[src/rtl/roi_pkg.sv]
// Constants, field layouts and carrier types for the window crop and checker.
// Assumes one clock domain; all coordinates are in pixel units.
package roi_pkg;
   localparam int COORD_W    = 12;
   localparam int NUM_SLOTS  = 4;
   localparam int SLOT_IDX_W = 2;
   localparam int CAUSE_W    = 7;
   localparam int ADDR_W     = 8;
   localparam int DATA_W     = 32;
   localparam int PIX_W      = 16;
   localparam int IRQ_W      = 3;
   localparam int SHIFT_W    = 2;

   // Cause vector bit positions.
   localparam int CB_SENSOR = 0;
   localparam int CB_OVX    = 1;
   localparam int CB_OVY    = 2;
   localparam int CB_BNDX   = 3;
   localparam int CB_BNDY   = 4;
   localparam int CB_MINX   = 5;
   localparam int CB_MINY   = 6;

   // Interrupt status bit positions.
   localparam int IRQ_INVALID = 0;
   localparam int IRQ_VALID   = 1;
   localparam int IRQ_FRAME   = 2;

   // Control register fields.
   localparam int CTRL_MULTI  = 0;
   localparam int CTRL_IDX_LO = 2;
   localparam int CTRL_HSH_LO = 4;
   localparam int CTRL_VSH_LO = 6;

   localparam logic [COORD_W-1:0] MIN_COLS      = 12'h008;
   localparam logic [COORD_W-1:0] MIN_ROWS      = 12'h002;
   localparam logic [COORD_W-1:0] ALIGN_MASK    = 12'h003;
   localparam logic [COORD_W-1:0] FULL_COLS_RST = 12'h800;
   localparam logic [COORD_W-1:0] FULL_ROWS_RST = 12'h600;

   localparam logic [ADDR_W-1:0] OFS_CTRL      = 8'h00;
   localparam logic [ADDR_W-1:0] OFS_WIN_COL   = 8'h04;
   localparam logic [ADDR_W-1:0] OFS_WIN_ROW   = 8'h08;
   localparam logic [ADDR_W-1:0] OFS_WIN_W     = 8'h0C;
   localparam logic [ADDR_W-1:0] OFS_WIN_H     = 8'h10;
   localparam logic [ADDR_W-1:0] OFS_SLOT_ENA  = 8'h14;
   localparam logic [ADDR_W-1:0] OFS_SLOT_COL  = 8'h18;
   localparam logic [ADDR_W-1:0] OFS_SLOT_ROW  = 8'h1C;
   localparam logic [ADDR_W-1:0] OFS_SLOT_W    = 8'h20;
   localparam logic [ADDR_W-1:0] OFS_SLOT_H    = 8'h24;
   localparam logic [ADDR_W-1:0] OFS_FULL_COLS = 8'h28;
   localparam logic [ADDR_W-1:0] OFS_FULL_ROWS = 8'h2C;
   localparam logic [ADDR_W-1:0] OFS_CAUSE_ALL = 8'h30;
   localparam logic [ADDR_W-1:0] OFS_CAUSE_CUR = 8'h34;
   localparam logic [ADDR_W-1:0] OFS_IRQ_STAT  = 8'h38;
   localparam logic [ADDR_W-1:0] OFS_IRQ_MASK  = 8'h3C;

   typedef logic [COORD_W-1:0] coord_t;

   typedef struct packed {
      logic   ena;
      coord_t col;
      coord_t row;
      coord_t width;
      coord_t height;
   } window_s;

   typedef struct packed {
      logic             valid;
      logic             sof;
      logic             eol;
      logic             eof;
      logic [PIX_W-1:0] data;
   } pixel_s;

   typedef struct packed {
      logic [ADDR_W-1:0] addr;
      logic [DATA_W-1:0] wdata;
      logic              wr;
      logic              rd;
   } reg_req_s;

   // Gray coded along the priority order of reporting.
   typedef enum logic [2:0] {
      CAUSE_NONE   = 3'h0,
      CAUSE_SENSOR = 3'h1,
      CAUSE_OVX    = 3'h3,
      CAUSE_OVY    = 3'h2,
      CAUSE_BNDX   = 3'h6,
      CAUSE_BNDY   = 3'h7,
      CAUSE_MINX   = 3'h5,
      CAUSE_MINY   = 3'h4
   } cause_e;
endpackage : roi_pkg

[src/rtl/roi_overlap_check.sv]
// Pairwise overlap test across all window slots in each axis.
// Combinational; only slots with their enable set take part.
`timescale 1ns/1ps
`default_nettype none
module roi_overlap_check
   import roi_pkg::*;
(
   input  wire roi_pkg::window_s [roi_pkg::NUM_SLOTS-1:0] slots,
   output logic                                          ovX,
   output logic                                          ovY
);
   function automatic logic spanMeet(input coord_t a, input coord_t aLen,
                                     input coord_t b, input coord_t bLen);
      spanMeet = ({1'b0, a} < {1'b0, b} + {1'b0, bLen})
                 && ({1'b0, b} < {1'b0, a} + {1'b0, aLen});
   endfunction : spanMeet

   logic [NUM_SLOTS*NUM_SLOTS-1:0] pairX;
   logic [NUM_SLOTS*NUM_SLOTS-1:0] pairY;

   for (genvar i = 0; i < NUM_SLOTS; i++) begin : gRow
      for (genvar j = 0; j < NUM_SLOTS; j++) begin : gCol
         if (j > i) begin : gPair
            logic both;
            assign both = slots[i].ena && slots[j].ena;
            assign pairX[i*NUM_SLOTS+j] = both && spanMeet(slots[i].col,
               slots[i].width, slots[j].col, slots[j].width);
            assign pairY[i*NUM_SLOTS+j] = both && spanMeet(slots[i].row,
               slots[i].height, slots[j].row, slots[j].height);
         end else begin : gNone
            assign pairX[i*NUM_SLOTS+j] = 1'b0;
            assign pairY[i*NUM_SLOTS+j] = 1'b0;
         end
      end
   end

   assign ovX = |pairX;
   assign ovY = |pairY;
endmodule : roi_overlap_check
`default_nettype wire

[config.mk]
export PLATFORM = sky130hd
export DESIGN_NAME = roi_overlap_check
export DESIGN_NICKNAME = d
export VERILOG_FILES = /design/src/rtl/roi_pkg.sv /design/src/rtl/roi_overlap_check.sv
export SDC_FILE = /design/constraint.sdc
export NUM_CORES = 1
export LEC_CHECK = 0
export ABC_CLOCK_PERIOD_IN_PS = 3200
export BUFFER_PORTS_ARGS = -buffer_cell sky130_fd_sc_hd__buf_2
export CAP_MARGIN = 20
export CELL_PAD_IN_SITES_DETAIL_PLACEMENT = 2
export CELL_PAD_IN_SITES_GLOBAL_PLACEMENT = 2
export CORE_MARGIN = 5
export CORE_UTILIZATION = 31
export DETAILED_ROUTE_END_ITERATION = 10
export MAX_ROUTING_LAYER = met4
export PLACE_DENSITY_LB_ADDON = 0.2
export SLEW_MARGIN = 25
export SYNTH_ARGS = -nofsm -noshare
export SYNTH_HDL_FRONTEND = slang
export SYNTH_SLANG_ARGS = --single-unit
[constraint.sdc]
create_clock -name vclk -period 3.2
set_input_delay 0.16 -clock vclk [all_inputs]
set_output_delay 0.16 -clock vclk [all_outputs]
set_load 0.02 [all_outputs]
==> impl_metrics.csv <==
group,metric,value,unit
outcome,status,"finished with violations",
outcome,violations,"setup timing",
floorplan,die-area,34300,µm²
place,dpl_cell_area,13600,µm²
route,routed_wl,65300,µm
global_route,grt_pass1_vias,14300,
critical_path,worstSetupEndpointType,"output port",
timing,post-route-worst-setup-slack,-1190,ps
place,hpwlAfterDp,44200,µm
synthesis,synth_warnings,0,
finish,nets,2271,
route,first_iter_violations,819,
timing,drv_slew,0,
timing,setup_tns,-2350,ps
finish,postLayoutCellArea,14300,µm²
route,drtAntennaViolNets,0,
global_route,grt_pass1_wl,83900,µm
finish,nClkBuffers,0,
floorplan,die_h,185,µm
min_path,hold_path_class,"in -> out",
finish,area_growth,50.3,%
timing,rsz0062_at_grt,"true",
synthesis,yosysTopAreaCell,"ha_1",
synthesis,avgSynthCellArea,7.93,µm²
floorplan,start_util,31.2,%
timing,hold_violations,0,
timing,layout_worst_path_cycle_share,137,%
critical_path,start_kind,"input port",
finish,drive_gt1_share,38.8,%
finish,flops_and_latches,0,
critical_path,worstSetupPathType,"in -> out",
place,routabilityCongestion,0.910,
route,drc_errors,0,
finish,regArea,0,µm²
timing,worst_slew_margin_rel,45.6,%
timing,max_freq,228,MHz
synthesis,seq_area_frac_synth,0,%
synthesis,synth_area,9530,µm²
synthesis,synth_top_area_share,41.0,%
synthesis,synth.net_count,1718,
timing,fin_crit,4390,ps
synthesis,post_synth_num_cell_types,73,
route,vias_per_cell,6.18,
critical_path,crit_fanout,4,
global_route,grt_max_degree,12,
global_route,grt_antenna_before_repair,1,
job,cap_violations,0,
floorplan,die_width,185,µm
floorplan,rows,64,
place,place.port_buffers,198,
global_route,track_usage,32.0,%
critical_path,worstPathRequired,3040,ps
timing,final-setup-viol-count,2,
floorplan,io_pins,198,
critical_path,arrival,4230,ps
global_route,overflow,0,
timing,tightest_slew,808,ps
route,drtPass1Iterations,7,
synthesis,synth.area.top_cells,"ha_1 41%, a21oi_1 6.6%, xor2_1 4.1%",
route,vias,13300,
synthesis,synthCells,1202,
floorplan,core_area,30500,µm²
route,wl_per_cell,30.4,µm
[Yosys cell counts, drive strengths merged, types with 3 or more instances]
master,instances
nor2b,22
o41a,3
nand4,15
a211oi,21
nand2b,27
o211ai,11
a221oi,6
xor2,45
nor4,3
or3,5
a21oi,126
nand3b,4
xnor2,24
o22ai,4
o22a,4
fa,8
o2111ai,18
or2,5
nand2,71
clkbuf,6
nor3,20
a311oi,3
a211o,4
inv,51
o21a,32
nor2,58
nand3,31
maj3,25
ha,312
o21bai,18
o31ai,5
a31oi,13
a2111oi,15
o31a,4
and3,6
a21o,46
or4,3
o21ai,91
a21boi,4
[worst max-delay path, stage by stage]
cell and delay [ps]:
buf_2 130, ha_1 320, a211oi_1 290, buf_4 190
o21bai_1 70, a21oi_1 270, xnor2_1 300, ha_1 350
a21o_1 200, a211oi_1 530, nor2_1 150, a211o_1 330
maj3_1 340, o21ai_0 90, nand2_1 80, a22o_1 180
nand4_1 110, buf_6 130
[per-stage QoR]
| step | setup slack [ps] | cells | util (%) | hold WS (ps) |
|---|---|---|---|---|
| 6_report | -1190 | 2150 | 46.9 | 954 |
| 2_1_floorplan | -305 | 1202 | - | 703 |
| 4_1_cts | -871 | 2141 | 45.8 | 953 |
| 3_3_place_gp | -840 | 2126 | 44.6 | 956 |
| 3_5_place_dp | -1230 | 2126 | 44.6 | 954 |
| 5_1_grt | -1250 | 2150 | 46.9 | 996 |
[worst paths after layout]
kind,startpoint,end,slack (ps),cells after the start
hold / removal,slots[97],ovX,950,5
setup / recovery,slots[37],ovX,-1190,18
[layer usage]
metal / wire length [µm] / GRT usage (%)
met1: 26100 / 38.1
met2: 32100 / 56.4
met3: 3540 / 4.18
met4: 3570 / 9.04
met5: 0 / -
[cells in the final DEF (no fill, tap or decap), types with 30 or more instances in the layout]
cell type and count:
buf_4 361, ha_1 304, buf_2 194, a21oi_1 111, nand2_1 69, o21ai_0 64, nor2_1 50, inv_1 48
a21o_1 46, xor2_1 41, o21a_1 31, nand3_1 30
[layout make-up]
| class | instances | area (µm²) |
|---|---|---|
| antenna | 1 | 2.50 |
| tap | 396 | 495 |
| multi-input combinational | 1144 | 9910 |
| inverter | 51 | 191 |
| timing repair buffer | 558 | 3720 |
| fill | 3447 | 16200 |
[what timing repair did]
item                                    CTS  global route
setup buffers                            15             8
gates resized for setup                  56            65
hold buffers                              0             0
pin swaps                                38            42
endpoints found under the setup margin    2             2
[cells by family (layout without fill, tap and decap cells)]
logic type               Yosys count  after routing  share of synthesized area [%]
AO/OA/AOI/OAI                    448            448                           31.1
XOR/XNOR                          69             69                           6.34
adder cells (fa/ha/maj)          345            345                           45.4
buffers and inverters             58            609                           2.30
multiplexers                       3              3                          0.328
other                              0              1                              0
AND/OR/NAND/NOR                  279            279                           14.5
